[src/rtl/llc_prot_regs.svh]
// Register offsets, status field positions and timing counts of the protection sequencer.
// Assumes a 40 MHz core clock and a byte-addressed APB register window.
`ifndef LLC_PROT_REGS_SVH
`define LLC_PROT_REGS_SVH

`define LLC_ADDR_W         8
`define LLC_REG_CTRL       8'h00
`define LLC_REG_STATUS     8'h04
`define LLC_CTRL_STOP_BIT  0
`define LLC_ST_STATE_LSB   0
`define LLC_ST_FLAG_BIT    3
`define LLC_ST_OVPON_BIT   4
`define LLC_ST_DRV_BIT     5
`define LLC_CTRL_RESET     1'h0
`define LLC_CLK_NS         25
`define LLC_TQUAL_NS       10000
`define LLC_TQUAL_CYC      ((`LLC_TQUAL_NS + `LLC_CLK_NS - 1) / `LLC_CLK_NS)
`define LLC_CNT_W          20
`define LLC_CFG_AGE_MAX    2'h3

`endif

[src/rtl/llc_prot_pkg.sv]
// Types shared by the protection sequencer: states and packed signal groups.
// Assumes the comparator flags arrive as plain levels from the analog front end.
package llc_prot_pkg;

  typedef enum logic [2:0] {
    ST_BLANK  = 3'b000,
    ST_CHARGE = 3'b001,
    ST_SELF   = 3'b010,
    ST_RUN    = 3'b011,
    ST_HYST   = 3'b100,
    ST_LATCH  = 3'b101,
    ST_RECOV  = 3'b110,
    ST_THERM  = 3'b111
  } state_t;

  typedef struct packed {
    logic supply_on;
    logic supply_off_low;
    logic bulk_voltage_good;
    logic hv_start_ok;
    logic hv_release;
    logic thermal_hot;
    logic ovp_high;
    logic otp_low;
    logic cs_peak;
    logic fb_clamp;
    logic power_limit;
    logic ton_max_evt;
    logic dt_max_evt;
    logic skip_mode;
  } cmp_t;

  typedef struct packed {
    logic auto_recover;
    logic ovp_auto;
    logic otp_auto;
    logic skip_active;
    logic hyst_otp;
    logic cp_no_timer;
  } cfg_t;

  typedef struct packed {
    logic half_bridge_gate_drives;
    logic pfc_stage_control_out;
    logic hv_source_en;
    logic dynamic_self_supply;
    logic analog_en;
    logic overvolt_overtemp_input_bias;
    logic overtemp_bias_en;
    logic overtemp_bias_boost;
    logic constant_power;
    logic thermal_shutdown_flag;
    logic start_blank;
  } ctl_t;

endpackage

[src/rtl/llc_protection_sequencer.sv]
// Fault supervisor and operating-state sequencer of a half-bridge resonant controller.
// Assumes asynchronous comparator levels and static version straps; APB reaches registers.
// Overview of operation
// - Qualified faults latch or auto-recover per version
// - Power limit clamps, or after the fault timer latches or recovers per version
// - Thermal stop after 10us, startup source off
// - Hot die stops drivers at once, flag kept
// - Overvoltage/overtemperature window filtered before stopping
// - Crossed threshold selects latch or recovery
// - Overtemperature comparator ignored during its blanking
// - Doubled bias current during overtemperature blanking
// - Window block enabled on reset, restarts
// - Overtemperature bias off when drivers stop
// - Window block off in skip unless optioned
// - Hysteretic overtemperature stops low, restarts high
// - Latch holds while supply cycles on/off
// - Start blanking masks faults after reset
// - On level enables PFC; stop keeps self-supply
// - Bulk good recharges supply, then drivers start
// - Bulk loss stops drivers, PFC stays high
// - Restart only through regular startup sequence, except hysteretic overtemperature resume straight to run
// - Latch-off keeps only supply management alive
// - Recovery delay then new blanking and restart
`timescale 1ns/1ps
`default_nettype none
`include "llc_prot_regs.svh"

module llc_protection_sequencer
  import llc_prot_pkg::*;
#(
  parameter logic [19:0] START_BLANK_CYC = 20'h00fa0,
  parameter logic [19:0] OTP_BLANK_CYC   = 20'h00fa0,
  parameter logic [19:0] FILTER_CYC      = 20'h00050,
  parameter logic [19:0] FAULT_CYC       = 20'h01f40,
  parameter logic [19:0] RECOV_CYC       = 20'h9c400,
  parameter logic [19:0] EVENT_LIMIT     = 20'h00008
) (
  // Clock and reset.
  input  wire logic                    CORE_CLK,
  input  wire logic                    RESETN,
  // Comparator and supply levels.
  input  wire cmp_t                    CMP_IN,
  // Version straps.
  input  wire cfg_t                    CFG_IN,
  // APB slave.
  input  wire logic                    PSEL,
  input  wire logic                    PENABLE,
  input  wire logic                    PWRITE,
  input  wire logic [`LLC_ADDR_W-1:0]  PADDR,
  input  wire logic [31:0]             PWDATA,
  output logic      [31:0]             PRDATA,
  output logic                         PREADY,
  output logic                         PSLVERR,
  // Power stage control.
  output ctl_t                         CTRL_OUT
);

  localparam int CW = `LLC_CNT_W;
  localparam logic [CW-1:0] TQUAL = CW'(`LLC_TQUAL_CYC);

  state_t          state;
  state_t          next_state;
  cmp_t            cmp_s1;
  cmp_t            cmp_s2;
  cmp_t            cmp_s3;
  cfg_t            cfg_s1;
  cfg_t            cfg_s2;
  cfg_t            cfg;
  logic [1:0]      cfg_age;
  logic [CW-1:0]   blank_cnt;
  logic [CW-1:0]   otp_blank_cnt;
  logic [CW-1:0]   recov_cnt;
  logic [4:0]      lvl;
  logic [4:0]      lvl_en;
  logic [4:0]      qual;
  logic [1:0]      evq;
  logic            stop_req;
  logic            overvolt_overtemp_input_on;
  logic            flag;
  ctl_t            next_ctl;

  // Two flops on every asynchronous level; a third flop feeds edge detection only.
  // two-flop synchronizer.
  always_ff @(posedge CORE_CLK or negedge RESETN) begin
    if (!RESETN) begin
      cmp_s1 <= '0;
      cmp_s2 <= '0;
      cmp_s3 <= '0;
      cfg_s1 <= '0;
      cfg_s2 <= '0;
    end else begin
      cmp_s1 <= CMP_IN;
      cmp_s2 <= cmp_s1;
      cmp_s3 <= cmp_s2;
      cfg_s1 <= CFG_IN;
      cfg_s2 <= cfg_s1;
    end
  end

  // Straps are taken once the synchronizer has filled after reset release.
  // straps sampled once.
  always_ff @(posedge CORE_CLK or negedge RESETN) begin
    if (!RESETN) begin
      cfg_age <= '0;
      cfg     <= '0;
    end else if (cfg_age != `LLC_CFG_AGE_MAX) begin
      cfg_age <= cfg_age + 2'h1;
      cfg     <= cfg_s2;
    end
  end

  // Qualifier channels: fault timer, overvoltage, overtemperature, low supply, thermal.
  // power limit joins the timer only when not clamping.
  assign lvl[0] = cmp_s2.cs_peak | cmp_s2.fb_clamp | (cmp_s2.power_limit & ~cfg.cp_no_timer);
  assign lvl[1] = cmp_s2.ovp_high;
  assign lvl[2] = cmp_s2.otp_low & (otp_blank_cnt == '0);
  assign lvl[3] = cmp_s2.supply_off_low;
  assign lvl[4] = cmp_s2.thermal_hot;
  // nothing qualifies inside the start blanking.
  assign lvl_en = {(state != ST_BLANK), {4{state == ST_RUN}}};

  // One counter per qualifier; a channel is qualified once its level lasts the threshold.
  // window filter delay.
  genvar gi;
  generate
    for (gi = 0; gi < 5; gi++) begin : g_qual
      logic [CW-1:0] cnt;
      logic [CW-1:0] thr;
      assign thr = (gi == 0) ? FAULT_CYC : ((gi == 1 || gi == 2) ? FILTER_CYC : TQUAL);
      assign qual[gi] = (cnt >= thr);
      always_ff @(posedge CORE_CLK or negedge RESETN) begin
        if (!RESETN) begin
          cnt <= '0;
        end else if (!lvl_en[gi] || !lvl[gi]) begin
          cnt <= '0;
        end else if (!qual[gi]) begin
          cnt <= cnt + CW'(1);
        end
      end
    end
    // Event counters for maximum on-time and maximum dead-time.
    // event counter qualification.
    for (gi = 0; gi < 2; gi++) begin : g_evt
      logic [CW-1:0] ecnt;
      logic          edge_seen;
      assign edge_seen = (gi == 0) ? (cmp_s2.ton_max_evt & ~cmp_s3.ton_max_evt)
                                   : (cmp_s2.dt_max_evt & ~cmp_s3.dt_max_evt);
      assign evq[gi] = (ecnt >= EVENT_LIMIT);
      always_ff @(posedge CORE_CLK or negedge RESETN) begin
        if (!RESETN) begin
          ecnt <= '0;
        end else if (state != ST_RUN) begin
          ecnt <= '0;
        end else if (edge_seen && !evq[gi]) begin
          ecnt <= ecnt + CW'(1);
        end
      end
    end
  endgenerate

  // Fault classes and the latch-or-recover choice.
  wire ovp_f      = qual[1];
  wire otp_f      = qual[2] & ~cfg.hyst_otp;
  wire other_f    = qual[0] | evq[0] | evq[1] | qual[3];
  wire any_f      = ovp_f | otp_f | other_f;
  // crossed threshold picks the version bit.
  wire use_recov  = ovp_f ? cfg.ovp_auto : (otp_f ? cfg.otp_auto : cfg.auto_recover);
  wire start_ok   = cmp_s2.bulk_voltage_good & cmp_s2.hv_start_ok & ~stop_req;
  wire run_entry  = (state != ST_RUN) && (next_state == ST_RUN);
  wire to_blank   = (state != ST_BLANK) && (next_state == ST_BLANK);

  // Operating-state sequencer.
  always_comb begin
    next_state = state;
    unique case (state)
      // blank window then wait for supply.
      ST_BLANK: begin
        if (blank_cnt == '0) begin
          next_state = ST_CHARGE;
        end
      end
      // on level decides run or self-supply.
      ST_CHARGE: begin
        if (qual[4]) begin
          next_state = ST_THERM;
        end else if (cmp_s2.supply_on) begin
          next_state = start_ok ? ST_RUN : ST_SELF;
        end
      end
      ST_SELF: begin
        if (qual[4]) begin
          next_state = ST_THERM;
        end else if (start_ok) begin
          next_state = ST_BLANK;
        end
      end
      ST_RUN: begin
        if (qual[4]) begin
          next_state = ST_THERM;
        end else if (any_f) begin
          next_state = use_recov ? ST_RECOV : ST_LATCH;
        end else if (!start_ok) begin
          next_state = ST_SELF;
        end else if (qual[2] && cfg.hyst_otp) begin
          next_state = ST_HYST;
        end
      end
      ST_HYST: begin
        if (qual[4]) begin
          next_state = ST_THERM;
        end else if (!start_ok) begin
          next_state = ST_SELF;
        end else if (!cmp_s2.otp_low) begin
          next_state = ST_RUN;
        end
      end
      // only the high-voltage release frees the latch.
      ST_LATCH: begin
        if (cmp_s2.hv_release) begin
          next_state = ST_BLANK;
        end
      end
      ST_RECOV: begin
        if (recov_cnt == '0) begin
          next_state = ST_BLANK;
        end
      end
      // resume on line, supply and cool die.
      ST_THERM: begin
        if (!cmp_s2.thermal_hot && cmp_s2.hv_start_ok && cmp_s2.supply_on) begin
          next_state = ST_BLANK;
        end
      end
    endcase
  end

  // State register and the window counters.
  // every restart except the resume from hysteresis passes blanking and charge.
  always_ff @(posedge CORE_CLK or negedge RESETN) begin
    if (!RESETN) begin
      state         <= ST_BLANK;
      blank_cnt     <= START_BLANK_CYC;
      otp_blank_cnt <= '0;
      recov_cnt     <= '0;
    end else begin
      state         <= next_state;
      blank_cnt     <= to_blank ? START_BLANK_CYC : (blank_cnt - CW'(blank_cnt != '0));
      otp_blank_cnt <= run_entry ? OTP_BLANK_CYC
                                 : (otp_blank_cnt - CW'(otp_blank_cnt != '0));
      recov_cnt     <= (next_state == ST_RECOV && state != ST_RECOV) ? RECOV_CYC
                                 : (recov_cnt - CW'(recov_cnt != '0));
    end
  end

  // Window block enable and the retained thermal flag; a set wins over a clear.
  // enable on reset and on restart.
  always_ff @(posedge CORE_CLK or negedge RESETN) begin
    if (!RESETN) begin
      overvolt_overtemp_input_on <= 1'h1;
      flag       <= 1'h0;
    end else begin
      if (run_entry && state != ST_HYST) begin
        overvolt_overtemp_input_on <= 1'h1;
      end else if (next_state inside {ST_SELF, ST_LATCH, ST_RECOV, ST_THERM}) begin
        overvolt_overtemp_input_on <= 1'h0;
      end
      if (qual[4]) begin
        flag <= 1'h1;
      end else if (!cmp_s2.thermal_hot) begin
        flag <= 1'h0;
      end
    end
  end

  // Output decode from the state and the synchronized levels.
  // drivers drop as soon as the die is hot.
  assign next_ctl.half_bridge_gate_drives = (state == ST_RUN) & ~cmp_s2.thermal_hot;
  // PFC output stays high in self-supply.
  assign next_ctl.pfc_stage_control_out   = state inside {ST_SELF, ST_RUN, ST_HYST};
  assign next_ctl.hv_source_en            = state inside {ST_BLANK, ST_CHARGE};
  assign next_ctl.dynamic_self_supply     = state inside {ST_SELF, ST_LATCH, ST_RECOV};
  assign next_ctl.analog_en               = !(state inside {ST_LATCH, ST_RECOV, ST_THERM});
  // window block bias in skip only when optioned.
  assign next_ctl.overvolt_overtemp_input_bias            = overvolt_overtemp_input_on & ~(cmp_s2.skip_mode & ~cfg.skip_active);
  assign next_ctl.overtemp_bias_en        = next_ctl.half_bridge_gate_drives;
  assign next_ctl.overtemp_bias_boost     = next_ctl.half_bridge_gate_drives
                                            & (otp_blank_cnt != '0);
  assign next_ctl.constant_power          = (state == ST_RUN) & cmp_s2.power_limit
                                            & cfg.cp_no_timer;
  assign next_ctl.thermal_shutdown_flag   = flag;
  assign next_ctl.start_blank             = (state == ST_BLANK);

  // Registered control outputs.
  always_ff @(posedge CORE_CLK or negedge RESETN) begin
    if (!RESETN) begin
      CTRL_OUT <= '0;
    end else begin
      CTRL_OUT <= next_ctl;
    end
  end

  // APB decode; the slave answers in the second access cycle.
  wire        apb_acc = PSEL & PENABLE & ~PREADY;
  wire        hit_ctl = (PADDR == `LLC_REG_CTRL);
  wire        hit_st  = (PADDR == `LLC_REG_STATUS);
  wire        wr_ctl  = PSEL & PENABLE & PREADY & PWRITE & hit_ctl;
  wire [31:0] rd_mux  = hit_ctl ? {31'h0, stop_req}
                      : (hit_st ? {26'h0, CTRL_OUT.half_bridge_gate_drives, overvolt_overtemp_input_on,
                                   flag, state} : 32'h0);

  // Bus answer and the software stop request.
  always_ff @(posedge CORE_CLK or negedge RESETN) begin
    if (!RESETN) begin
      PREADY   <= 1'h0;
      PSLVERR  <= 1'h0;
      PRDATA   <= '0;
      stop_req <= `LLC_CTRL_RESET;
    end else begin
      PREADY  <= apb_acc;
      PSLVERR <= apb_acc & ~(hit_ctl | hit_st);
      if (apb_acc && !PWRITE) begin
        PRDATA <= rd_mux;
      end
      if (wr_ctl) begin
        stop_req <= PWDATA[`LLC_CTRL_STOP_BIT];
      end
    end
  end
endmodule

`default_nettype wire

[config.mk]
export PLATFORM = sky130hd
export DESIGN_NAME = llc_protection_sequencer
export DESIGN_NICKNAME = d
export VERILOG_FILES = /design/src/rtl/llc_prot_pkg.sv /design/src/rtl/llc_protection_sequencer.sv
export VERILOG_INCLUDE_DIRS = /design/src /design/src/rtl
export SDC_FILE = /design/constraint.sdc
export NUM_CORES = 1
export LEC_CHECK = 0
export BUFFER_PORTS_ARGS = -buffer_cell sky130_fd_sc_hd__buf_4
export CAP_MARGIN = 20
export CORE_UTILIZATION = 59
export DETAILED_ROUTE_END_ITERATION = 7
export PLACE_DENSITY = 0.79
export SETUP_SLACK_MARGIN = 0.2
export SYNTH_ARGS = -nofsm -noshare
export SYNTH_HDL_FRONTEND = slang
export SYNTH_SLANG_ARGS = --single-unit
[constraint.sdc]
create_clock -name CORE_CLK -period 3.4 [get_ports CORE_CLK]
set_input_delay 0.17 -clock CORE_CLK [delete_from_list [all_inputs] [get_ports CORE_CLK]]
set_output_delay 0.17 -clock CORE_CLK [all_outputs]
set_load 0.01 [all_outputs]
* Word level (Yosys, flattened, before mapping)
Cells that the tools add are included.
** Word-level totals
- Flip-flop bits (word level) :: 300
- Logic and storage cells :: 241
** Cells by class
- $add $sub $neg :: 11
- Magnitude comparators :: 7
- Equality and inequality tests :: 23
- Multiplexer cells :: 43
- Bitwise operators :: 37
- Reduce and logical (&&, ||, !) cells :: 44
** Operators with widths (count)
- two-way mux 20 bit :: 17
- adder 20 x 1 -> 20 bit (second input constant) :: 7
- zero test 20 bit :: 3
- nonzero test 20 bit :: 3
- subtractor 20 x 1 -> 20 bit :: 3
- two-way mux 3 bit :: 15
- greater-or-equal comparator 20 x 4 -> 1 bit (second input constant) :: 2
- greater-or-equal comparator 20 x 7 -> 1 bit (second input constant) :: 2
- greater-or-equal comparator 20 x 9 -> 1 bit (second input constant) :: 2
- one-hot mux 3 bit (8 select lines) :: 1
- == test 3 bit (second input constant) :: 7
- greater-or-equal comparator 20 x 13 -> 1 bit (second input constant) :: 1
- bitwise AND 1 bit :: 19
- == test 3 x 2 -> 1 bit (second input constant) :: 4
- two-way mux 6 bit :: 2
- != test 2 x 1 -> 1 bit (second input constant) :: 6
- nonzero test 3 bit :: 4
- zero test 1 bit :: 11
- logical AND 1 bit :: 10
- NOT 1 bit :: 10
- == test 8 x 3 -> 1 bit (second input constant) :: 1
- zero test 8 bit :: 1
- OR 1 bit :: 8
- nonzero test 2 bit :: 4
- 10 further kinds :: 22

* Longest topological paths before layout
Gate-level depths: netlist (run 1).
- Word-level depth :: 12
- Gate-level depth with buffers :: 11
- Gate-level depth less buffers :: 11

* Worst setup path before layout (run 1)
No wires, ideal clock.
- Path kind :: register -> register
- Start point :: register recov_cnt[14]
- End point :: register recov_cnt[14]
- Library setup time :: 0.121 ns
- Arrival time :: 2.691 ns
- Data required time :: 3.279 ns
- Setup slack :: 0.588 ns
- Stages on the path, launching flop included :: 11
- Buffers on the path :: 0
- Clock period less this slack :: 2.812 ns
- Cell sequence :: dfrtp_1 or4_1 or4_1 or2_2 ha_1 ha_1 nand3_1 or2_2 nor4_1 xnor2_1 nand2b_1
** Between the ends
- Word-level cells in the longest chain between the ends :: 6
- Elaborated cells between the ends (all ways) :: 8
** RTL lines
- from (decl) :: RTL line llc_protection_sequencer.sv:72 : logic [CW-1:0] recov_cnt;
- from (signal assigned) :: RTL line llc_protection_sequencer.sv:250 : recov_cnt <= (next_state == ST_RECOV && state != ST_RECOV) ? RECOV_CYC
- parallel branches: the longest is 5 deep, another holds subtractor 20 x 1 -> 20 bit
- two-way mux 20 bit (*) :: RTL line llc_protection_sequencer.sv:250
Mark *: on every way between the ends.
A chain may end at the register's enable or synchronous reset.

* Final worst setup path (run 1)
- Start point :: register g_qual[1].cnt[19]
- End point :: register blank_cnt[9]
** Between the ends
- Word-level cells in the longest chain between the ends :: 9
- Elaborated cells between the ends (all ways) :: 11
** RTL lines
- from (decl) :: RTL line llc_protection_sequencer.sv:127 : logic [CW-1:0] cnt;
- from (signal assigned) :: RTL line llc_protection_sequencer.sv:137 : cnt <= cnt + CW'(1);
- greater-or-equal comparator 20 x 7 -> 1 bit (*) :: RTL line llc_protection_sequencer.sv:130 : assign qual[gi] = (cnt >= thr);
- two-way mux 1 bit or OR 1 bit (tied branches) :: RTL line llc_protection_sequencer.sv:167, llc_protection_sequencer.sv:165
- two-way mux 2 bit or OR 1 bit (tied branches) :: RTL line llc_protection_sequencer.sv:201, llc_protection_sequencer.sv:165
- two-way mux 3 bit (*) :: RTL line llc_protection_sequencer.sv:200 : end else if (any_f) begin
- two-way mux 3 bit (*) :: RTL line llc_protection_sequencer.sv:198 : if (qual[4]) begin
- one-hot mux 3 bit (8 select lines) (*) :: RTL line llc_protection_sequencer.sv:175 : unique case (state)
- zero test 3 bit (*) :: RTL line llc_protection_sequencer.sv:170 : wire to_blank = (state != ST_BLANK) && (next_state == ST_BLANK);
- logical AND 1 bit (*) :: RTL line llc_protection_sequencer.sv:170
- two-way mux 20 bit (*) :: RTL line llc_protection_sequencer.sv:247 : blank_cnt <= to_blank ? START_BLANK_CYC : (blank_cnt - CW'(blank_cnt != '0));
- to (signal assigned) :: RTL line llc_protection_sequencer.sv:247
- to (decl) :: RTL line llc_protection_sequencer.sv:70 : logic [CW-1:0] blank_cnt;
Every way passes the cells marked *; elsewhere a longest branch is shown, timed or not.

==> results of run 1 <==
synth_stat cells (15+ instances only):
library cell and number:
nor2_1 150, ha_1 21, dfrtp_1 267, xor2_1 40
nand3_1 15, and2_1 65, nor3_1 39, buf_4 27
a21oi_1 24, nand2b_1 15, o21ai_0 19, nor4_1 31
clkbuf_1 22, inv_1 32, nand4_1 24, nand2_1 50
xnor2_1 44
layer usage:
metal / global-route usage / routed length [µm] / part of all wire / up-vias
met5: 0 / 0 / 0 / -
met4: 0.0830 / 692 / 0.033 / 0
met3: 0.0296 / 572 / 0.027 / 51
met2: 0.381 / 10300 / 0.49 / 96
met1: 0.306 / 9550 / 0.45 / 3660
li1: - / - / - / 3600
final cells by class:
cell class | instances | area [µm²] | share of cell area
well taps | 260 | 325 | 0.0242
multi-input cells | 684 | 4240 | 0.316
clock buffers | 34 | 742 | 0.0553
repair buffers | 103 | 863 | 0.0643
flip-flops and latches | 274 | 6870 | 0.511
inverters | 32 | 120 | 0.00895
clock inverters | 15 | 263 | 0.0196
logic make-up after synthesis:
| group | after synthesis | share of synthesized area |
|---|---|---|
| AOI/OAI and AO/OA | 80 | 0.0466 |
| other | 1 | 0.000329 |
| muxes | 18 | 0.0168 |
| DFF | 274 | 0.601 |
| adders and majority gates | 21 | 0.0230 |
| buffers and inverters | 88 | 0.0391 |
| and+or+nand+nor | 455 | 0.208 |
| xor gates and xnor gates | 84 | 0.0645 |
power by group:
group	total [mW]	switching, mW	internal, mW	leakage (nW)
registers	3.67	0.198	3.47	3.62
clock network	3.31	1.24	2.08	0.489
logic	1.11	0.647	0.466	2.10
worst min path at each step:
stage / slack, ns / cells after the start / to / from
finish: 0.03 / 4 / stop_req / PADDR[2]
global route: 0.03 / 4 / stop_req / PADDR[2]
CTS: 0.01 / 4 / stop_req / PADDR[1]
detailed placement: 0.22 / 1 / blank_cnt[13] / RESETN
global placement: 0.22 / 1 / blank_cnt[13] / RESETN
floorplan: -0.13 / 0 / CTRL_OUT[0] / RESETN
worst max-delay path: cells and delay by family (launching register included):
| kind | cells | cell delay (ns) |
|---|---|---|
| buffers and inverters | 1 | 0.18 |
| flip-flops | 1 | 0.40 |
| AO/OA/AOI/OAI | 1 | 0.32 |
| AND/OR/NAND/NOR | 7 | 2.12 |
flip-flops by register name (all words and copies together), names as in the netlist, 10 cells and up:
signal         flops
CTRL_OUT          10
blank_cnt         20
cmp_s1            14
cmp_s2            14
g_evt.ecnt        40
g_qual.cnt       100
otp_blank_cnt     20
recov_cnt         20
what timing repair did:
item | 4_1_cts | 5_1_grt
hold endpoints to repair | 111 | 0
endpoints found under the setup margin | 0 | 25
hold buffers | 28 | 0
resized for setup | 0 | 9
==> reports/results.ini, run 1 <==
[cells_and_area]
syn2layout_area_growth_pct=17.6
final_common_cell=dfrtp_1
fill_cells=1284
fin_cells=1402
finalInstanceArea_um2=13400
drive_above_1_share=0.140
post-route-util=0.713
nNetsFinal=1208
mostFrequentLayoutCells=dfrtp_1, nor2_1, buf_4
antenna_cells=0

[timing]
holdWs_ns=0.0325
setup_violations=0
slew_viol_final=0
finalCriticalPeriod_ns=3.10
rsz0062_at_grt=yes
hold_viol_final=0
timing.slew.headroom=0.537
finClkSkew_ns=0.00773
fmax_mhz=323
setup_tns_ns=0
worst_pin_slew_ns=0.694
worst_slack_ns=0.303
min_period_over_period=0.911

[floorplan]
core_um2=18800
rows=50
io_pins=110
die_area_um2=19900
dieWidth_um=141
die_h_um=141
start_util=0.606

[run_status]
status=completed

[clock_tree]
root_buffer=clkbuf_16
postCtsSetupBuffers=0
cts_sinks=274
htree_levels=1
clock_latency_ns=0.52
clk_path_buf_depth=3
clkTransAtPathRegs_ns=0.06
cts_tree=built
numCtsBuffers=27

[worst_setup_path]
timing.rr.end=blank_cnt[9]
startpoint_type=flop
r2r_slack_ns=0.30
path_max_fanout=7
worst_ep_arrival_time_ns=3.55
r2r-start=g_qual[1].cnt[19]
worstSetupStartpoint=g_qual[1].cnt[19]
ff2ff_path_depth=9
worstPathRequired_ns=3.85
cp-endpoint=blank_cnt[9]
crit_path_max_incr_delay_ns=0.40
endpoint_kind=flop
slowest_stage=dfrtp_1
path_cells=nor4_2 -> nand4_1 -> nor4_4 -> nand2_4 -> or3_4 -> a221oi_4 -> and4bb_2 -> buf_4 -> or3b_1
crit_type=flop to flop

[run]
cap_violations=0

[global_route]
grt_pass1_vias=7754
antenna_found_initial=0
grt_max_degree=95
grt_first_pass_wirelength_mm=36.9
overflow=0
grt_use_total=0.227

[yosys]
syn_area_per_cell_um2=11.2
synth.distinct_cells=56
yosys_warnings=0
seq_area_frac_synth=0.601
synth_ff_type=dfrtp_1
synth.top_cell.area_share=0.585
yosysTopAreaCell=dfrtp_1
syn-instance-count=1021
netlist_area_um2=11400
synth_area_leaders=dfrtp_1, nor2_1, and2_1
synth-edff-count=0
ys_seq_elements=274
async_flop_share=1.00

[routing]
drt_iter0_drc=304
routed_via_density=5.28
remaining_drc_errors=0
routed_wl_mm=21.2
drtAntennaViolNets=0
via_count=7407
wl_per_cell_um=15.1
drt_first_pass_iters=4

[place]
place_inst=1325
post_dp_cell_area_um2=12100
port_buffers=52
hpwl_mm=13.4
place.gp.congestion=0.782
dp_slack_ns=0.224

[power]
total_power_mw=8.10
power.static_leakage_nw=6.21
power_density_nw_per_um2=603
peakVddDrop_mv=0.464

[hold_path]
hp-class=input port to flop

Power figures use the tool's default switching activity.
==> run 2, diff against run 1 <==
--- a/config.mk
+++ b/config.mk
@@ -6,11 +6,12 @@
 export SDC_FILE = /design/constraint.sdc
 export NUM_CORES = 1
 export LEC_CHECK = 0
+export ABC_AREA = 1
 export BUFFER_PORTS_ARGS = -buffer_cell sky130_fd_sc_hd__buf_4
 export CAP_MARGIN = 20
-export CORE_UTILIZATION = 59
+export CORE_UTILIZATION = 60
 export DETAILED_ROUTE_END_ITERATION = 7
-export PLACE_DENSITY = 0.79
+export PLACE_DENSITY = 0.8
 export SETUP_SLACK_MARGIN = 0.2
 export SYNTH_ARGS = -nofsm -noshare
 export SYNTH_HDL_FRONTEND = slang
==> constraint.sdc (replaced) <==
create_clock -name CORE_CLK -period 3.7 [get_ports CORE_CLK]
set_input_delay 0.185 -clock CORE_CLK [delete_from_list [all_inputs] [get_ports CORE_CLK]]
set_output_delay 0.185 -clock CORE_CLK [all_outputs]
set_load 0.01 [all_outputs]
==> reports/results.ini, run 2 <==
[run_status]
status=completed  ; unchanged

[yosys]
ys_seq_elements=274  ; unchanged
yosysMostFrequentCell=dfrtp_1  ; unchanged
netlist_area_um2=11800  ; was 11400 µm²
synth_area_leaders=dfrtp_1, nor2_1, inv_1  ; was dfrtp_1, nor2_1, and2_1
async_flop_share=1.00  ; unchanged
synth_commonest_cells=dfrtp_1, nor2_1, inv_1, nand2_1, nand3_1  ; was dfrtp_1, nor2_1, and2_1, nand2_1, xnor2_1
seq_area_frac_synth=0.582  ; was 0.601
syn-instance-count=1276  ; was 1021
synth_ff_type=dfrtp_1  ; unchanged
synth-edff-count=0  ; unchanged
synth.top_cell.area_share=0.567  ; was 0.585
yosysTopAreaCell=dfrtp_1  ; unchanged
synth.distinct_cells=47  ; was 56
yosys_warnings=0  ; unchanged
syn_area_per_cell_um2=9.24  ; was 11.2 µm²

[worst_setup_path]
slowest_stage=dfrtp_1  ; unchanged
worstPathRequired_ns=4.12  ; was 3.85 ns
startpoint_type=flop  ; unchanged
path_max_fanout=5  ; was 7
worst_ep_arrival_time_ns=3.07  ; was 3.55 ns
critical_path.top_delay_family=simple AND/OR/NAND/NOR gates  ; unchanged
path_cells=nor2_1 -> nand2_1 -> nor3_2 -> nand3_2 -> ha_1 -> ha_1 -> nand3_1 -> nor3_1 -> nand3_1 -> or3_1 -> nor2_1 -> xnor2_1 -> inv_1 -> nand2_1 -> inv_1  ; was nor4_2 -> nand4_1 -> nor4_4 -> nand2_4 -> or3_4 -> a221oi_4 -> and4bb_2 -> buf_4 -> or3b_1
endpoint_kind=flop  ; unchanged
crit_path_max_incr_delay_ns=0.41  ; was 0.40 ns
cp_num_buf_inv=2  ; was 1
crit_type=flop to flop  ; unchanged

[timing]
setup_tns_ns=0  ; unchanged
setup_violations=0  ; unchanged
hold_viol_final=0  ; unchanged
min_period_over_period=0.715  ; was 0.911
holdWs_ns=0.0134  ; was 0.0325 ns
timing.slew.headroom=0.470  ; was 0.537
slew_viol_final=0  ; unchanged
finalCriticalPeriod_ns=2.65  ; was 3.10 ns
finClkSkew_ns=0.00916  ; was 0.00773 ns
worst_pin_slew_ns=0.795  ; was 0.694 ns
rsz0062_at_grt=no  ; was yes
fmax_mhz=378  ; was 323 MHz

[cells_and_area]
final_common_cell=dfrtp_1  ; unchanged
syn2layout_area_growth_pct=15.1  ; was 17.6%
reg_top3=g_qual.cnt x100, g_evt.ecnt x40  ; unchanged
mostFrequentLayoutCells=dfrtp_1, nor2_1, inv_1  ; was dfrtp_1, nor2_1, buf_4
largest_reg_flops=100  ; unchanged
multi_input_area_um2=3900  ; was 4240 µm²
drive_above_1_share=0.122  ; was 0.140
fill_cells=1345  ; was 1284
largest_register=g_qual.cnt  ; unchanged
antenna_cells=0  ; unchanged
nNetsFinal=1455  ; was 1208
seq_area_um2=6870  ; unchanged

[routing]
routed_wl_mm=21.6  ; was 21.2 mm
remaining_drc_errors=0  ; unchanged
drt_first_pass_iters=5  ; was 4
wl_per_cell_um=13.1  ; was 15.1 µm
drtAntennaViolNets=0  ; unchanged
drt_iter0_drc=476  ; was 304
via_count=8267  ; was 7407
routed_via_density=5.01  ; was 5.28

[clock_tree]
htree_levels=1  ; unchanged
cts_tree=built  ; unchanged
clock_latency_ns=0.54  ; was 0.52 ns
cts_sinks=274  ; unchanged
clkTransAtPathRegs_ns=0.07  ; was 0.06 ns
numCtsBuffers=28  ; was 27
clk_path_buf_depth=3  ; unchanged
postCtsSetupBuffers=0  ; unchanged
root_buffer=clkbuf_16  ; unchanged

[power]
peakVddDrop_mv=0.474  ; was 0.464 mV
power_density_nw_per_um2=552  ; was 603 nW/µm²
power.static_leakage_nw=6.52  ; was 6.21 nW

[global_route]
grt_use_total=0.227  ; about the same
grt_max_degree=110  ; was 95
grt_pass1_vias=8248  ; was 7754
antenna_found_initial=0  ; unchanged
grt_first_pass_wirelength_mm=37.3  ; was 36.9 mm
overflow=0  ; unchanged

[floorplan]
die_h_um=142  ; was 141 µm
dieWidth_um=142  ; was 141 µm
core_um2=19000  ; was 18800 µm²
io_pins=110  ; unchanged
rows=50  ; unchanged
start_util=0.622  ; was 0.606
die_area_um2=20200  ; was 19900 µm²

[hold_path]
hp-class=input port to flop  ; unchanged

[place]
port_buffers=52  ; unchanged
place.gp.congestion=0.881  ; was 0.782
hpwl_mm=13.9  ; was 13.4 mm

[run]
cap_violations=0  ; unchanged

[run 2: changes by cell type in the layout (fill, tap and decap cells not counted), sizes merged, moves of 19 or more]
cell	previous run	this run
inv	33	216
nand2	51	152
nand3	15	71
o21ai	20	57
xor2	40	17
nor2	150	259
buf	75	56
xnor2	44	23
nor4	33	12
a21oi	24	46
and2	65	0
[run 2: worst paths after layout]
| path | start | endpoint | slack, ns | depth (start not counted) |
|---|---|---|---|---|
| max | recov_cnt[10] | recov_cnt[12] | 1.05 | 15 |
| min | PWRITE | PRDATA[0] | 0.01 | 4 |
| max reg2reg | recov_cnt[10] | recov_cnt[12] | 1.05 | 15 |
| min reg2reg | cmp_s1[7] | cmp_s2[7] | 0.35 | 0 |
| max in group asynchronous | RESETN | blank_cnt[10] | 2.51 | 3 |
| min in group asynchronous | RESETN | g_qual[1].cnt[10] | 0.27 | 2 |
[run 2: worst reg2reg max path, cell delays in order, from the launching register on]
cell	delay, ns
dfrtp_1	0.41
nor2_1	0.05
nand2_1	0.13
nor3_2	0.07
nand3_2	0.08
ha_1	0.20
ha_1	0.20
nand3_1	0.17
nor3_1	0.29
nand3_1	0.14
or3_1	0.35
nor2_1	0.13
xnor2_1	0.14
inv_1	0.06
nand2_1	0.07
inv_1	0.05
[run 2: metrics by stage]
step           cells  cell area, µm²   util  total power [mW]  worst slack (ns)
3_5_place_dp    1574           12400  0.652              4.64              1.08
4_1_cts         1651           13600  0.716              7.55              1.05
2_1_floorplan   1301           11900      -              4.31              1.40
5_1_grt         1651           13600  0.716              7.85             0.747
6_report        1651           13600  0.716              7.49              1.05
3_3_place_gp    1574           12400  0.652              4.59              1.13
[run 2: what timing repair did]
| action | 4_1_cts | 5_1_grt |
|---|---|---|
| hold endpoints to repair | 131 | 0 |
| gates resized for setup | 0 | 0 |
| hold buffers | 25 | 0 |
[run 2: cell families after synthesis]
group / count (synthesis) / synth area share
AOI/OAI and AO/OA: 116 / 0.0528
xor gates and xnor gates: 40 / 0.0297
adders and majority gates: 21 / 0.0223
buffers and inverters: 259 / 0.0949
DFF: 274 / 0.582
muxes: 3 / 0.00287
other: 1 / 0.000318
and+or+nand+nor: 562 / 0.215
[run 2: routing by layer]
metal | vias up | share of wire | global-route usage
met2 | 138 | 0.49 | 0.383
met4 | 0 | 0.022 | 0.0713
met5 | - | 0 | 0
li1 | 4109 | - | -
met1 | 3976 | 0.45 | 0.307
met3 | 44 | 0.036 | 0.0313
[run 2: cell type report]
type                            count  share of cell area
Clock buffer                       36              0.0575
Clock inverter                     16              0.0136
Inverter                          216              0.0598
Multi-Input combinational cell    768               0.287
Sequential cell                   274               0.506
Tap cell                          260              0.0240
Timing Repair Buffer               81              0.0518
[run 2: report_power, final]
part	switching, mW	total (mW)	internal, mW	leakage, nW
registers	0.172	3.40	3.23	3.61
logic	0.808	1.23	0.419	2.45
clock network	1.16	2.87	1.71	0.467
total	2.14	7.49	5.35	6.52
==> run 3, diff against run 2 <==
--- a/config.mk
+++ b/config.mk
@@ -9,9 +9,9 @@
 export ABC_AREA = 1
 export BUFFER_PORTS_ARGS = -buffer_cell sky130_fd_sc_hd__buf_4
 export CAP_MARGIN = 20
-export CORE_UTILIZATION = 60
+export CORE_UTILIZATION = 53
 export DETAILED_ROUTE_END_ITERATION = 7
-export PLACE_DENSITY = 0.8
+export PLACE_DENSITY = 0.75
 export SETUP_SLACK_MARGIN = 0.2
 export SYNTH_ARGS = -nofsm -noshare
 export SYNTH_HDL_FRONTEND = slang
==> constraint.sdc (replaced) <==
create_clock -name CORE_CLK -period 2.15 [get_ports CORE_CLK]
set_input_delay 0.1075 -clock CORE_CLK [delete_from_list [all_inputs] [get_ports CORE_CLK]]
set_output_delay 0.1075 -clock CORE_CLK [all_outputs]
set_load 0.01 [all_outputs]
==> reports/results.ini, run 3 (synthesized netlist as in run 2, its figures left out) <==
[routing]
remaining_drc_errors=0  ; unchanged
routed_wl_mm=27.9  ; was 21.6 mm
via_count=9272  ; was 8267
drt_first_pass_iters=5  ; unchanged
drtAntennaViolNets=0  ; unchanged
wl_per_cell_um=15.1  ; was 13.1 µm
drt_iter0_drc=522  ; was 476
routed_via_density=5.04  ; was 5.01

[floorplan]
die_area_um2=22800  ; was 20200 µm²
die_h_um=151  ; was 142 µm
rows=54  ; was 50
dieWidth_um=151  ; was 142 µm
io_pins=110  ; unchanged
start_util=0.540  ; was 0.622
core_um2=21800  ; was 19000 µm²

[global_route]
grt_use_total=0.227  ; about the same
grt_first_pass_wirelength_mm=41.6  ; was 37.3 mm
overflow=0  ; unchanged
grt_max_degree=87  ; was 110
antenna_found_initial=0  ; unchanged
grt_pass1_vias=8936  ; was 8248

[worst_setup_path]
cpMostUsedCell=nand2_1
startpoint_type=flop  ; unchanged
endpoint_kind=flop  ; unchanged
worst_ep_arrival_time_ns=2.72  ; was 3.07 ns
r2r_slack_ns=-0.13  ; was 1.05 ns
path_max_fanout=14  ; was 5
slowest_stage=dfrtp_1  ; unchanged
critical_path.top_delay_family=simple AND/OR/NAND/NOR gates  ; unchanged
cp_num_buf_inv=3  ; was 2
worstPathRequired_ns=2.58  ; was 4.12 ns
path_cells=nor2_1 -> nand2_1 -> nor2_2 -> nand3_4 -> nand2_2 -> inv_1 -> o21ai_0 -> nand2_1 -> nand2_1 -> nand2_2 -> clkinv_4 -> nand3_2 -> nor2_4 -> buf_12 -> nor2_1  ; was nor2_1 -> nand2_1 -> nor3_2 -> nand3_2 -> ha_1 -> ha_1 -> nand3_1 -> nor3_1 -> nand3_1 -> or3_1 -> nor2_1 -> xnor2_1 -> inv_1 -> nand2_1 -> inv_1
crit_type=flop to flop  ; unchanged
crit_path_max_incr_delay_ns=0.40  ; was 0.41 ns

[timing]
fmax_mhz=438  ; was 378 MHz
worst_pin_slew_ns=0.715  ; was 0.795 ns
rsz0062_at_grt=yes  ; was no
timing.slew.headroom=0.523  ; was 0.470
min_period_over_period=1.06  ; was 0.715
finalCriticalPeriod_ns=2.28  ; was 2.65 ns
worst_slack_ns=-0.131  ; was 1.05 ns
finClkSkew_ns=0.0196  ; was 0.00916 ns
slew_viol_final=0  ; unchanged
hold_viol_final=0  ; unchanged
setup_violations=50  ; was 0

[clock_tree]
clk_path_buf_depth=3  ; unchanged
htree_levels=1  ; unchanged
cts_tree=built  ; unchanged
numCtsBuffers=28  ; unchanged
clock_latency_ns=0.55  ; was 0.54 ns
clkTransAtPathRegs_ns=0.06  ; was 0.07 ns
cts_sinks=274  ; unchanged
root_buffer=clkbuf_16  ; unchanged

[power]
power.static_leakage_nw=7.65  ; was 6.52 nW
power_density_nw_per_um2=916  ; was 552 nW/µm²
peakVddDrop_mv=0.746  ; was 0.474 mV

[cells_and_area]
largest_reg_flops=100  ; unchanged
fill_cells=1415  ; was 1345
antenna_cells=0  ; unchanged
nNetsFinal=1623  ; was 1455
fin_cells=1839  ; was 1651
final_common_cell=dfrtp_1  ; unchanged
drive_above_1_share=0.317  ; was 0.122
mostFrequentLayoutCells=dfrtp_1, nor2_1, buf_4  ; was dfrtp_1, nor2_1, inv_1
reg_top3=g_qual.cnt x100, g_evt.ecnt x40  ; unchanged
seq_area_um2=6870  ; about the same
syn2layout_area_growth_pct=35.0  ; was 15.1%
largest_register=g_qual.cnt  ; unchanged
multi_input_area_um2=4720  ; was 3900 µm²

[place]
hpwl_mm=15.8  ; was 13.9 mm
port_buffers=52  ; unchanged
place_inst=1698  ; was 1574
place.gp.congestion=0.840  ; was 0.881
dp_slack_ns=-0.0720  ; was 1.08 ns

[hold_path]
hp-class=input port to flop  ; unchanged

[run_status]
status=complete, but fails checks  ; was completed
failed_checks=negative setup slack

[run]
cap_violations=0  ; unchanged

## run 3: final timing paths
check,startpoint,endpoint,depth (start not counted)
worst max-delay path,g_qual[2].cnt[14],otp_blank_cnt[1],15
worst min-delay path,PADDR[2],stop_req,5
worst max register to register,g_qual[2].cnt[14],otp_blank_cnt[1],15
worst min register to register,cmp_s1[9],cmp_s2[9],0
max in group asynchronous,RESETN,blank_cnt[5],3
min in group asynchronous,RESETN,PSLVERR,2
## run 3: worst register-to-register path, stage by stage, from the launching register on
cell	delay, ns
dfrtp_1	0.40
nor2_1	0.16
nand2_1	0.09
nor2_2	0.18
nand3_4	0.14
nand2_2	0.12
inv_1	0.05
o21ai_0	0.19
nand2_1	0.09
nand2_1	0.09
nand2_2	0.10
clkinv_4	0.09
nand3_2	0.11
nor2_4	0.13
buf_12	0.17
nor2_1	0.06
## run 3: cell type report
type | instances | share of cell area
Sequential cell | 274 | 0.432
Multi-Input combinational cell | 768 | 0.296
Timing Repair Buffer | 249 | 0.134
Inverter | 216 | 0.0516
Clock buffer | 37 | 0.0506
Tap cell | 280 | 0.0220
Clock inverter | 15 | 0.0135
## run 3: metal layers
layer / wire length, µm / vias up / global-route usage
met5: 0 / - / 0
met4: 765 / 0 / 0.0710
met3: 1310 / 71 / 0.0373
met2: 14200 / 238 / 0.382
met1: 11600 / 4524 / 0.302
li1: - / 4439 / -
## run 3: what timing repair did
action                                 in CTS  in global routing
endpoints found under the hold margin     102                  0
gates cloned                                0                  3
hold buffers                               27                  0
gates resized for setup                    49                163
buffers inserted                           27                 32
setup endpoints to repair                  71                101
pin swaps                                  24                 43
## run 3: metrics by stage
step                area, µm²   util  power [mW]  hold WS (ns)  setup TNS (ns)
finish                  15900  0.729        14.6        0.0333           -4.13
global route            15900  0.729        15.2        0.0643          -13.60
CTS                     15100  0.691        14.2        0.0274        -0.00612
detailed placement      13400  0.613        8.65         0.163          -0.457
global placement        13400  0.613        8.58         0.158          -0.127
floorplan               12000      -        7.56        -0.188         -0.0270
## run 3: power breakdown
| part | leakage (nW) | internal (mW) | switching [mW] | total, mW |
|---|---|---|---|---|
| clock | 0.501 | 3.24 | 2.03 | 5.27 |
| sequential | 3.60 | 5.56 | 0.248 | 5.81 |
| combinational | 3.55 | 1.50 | 2.00 | 3.50 |
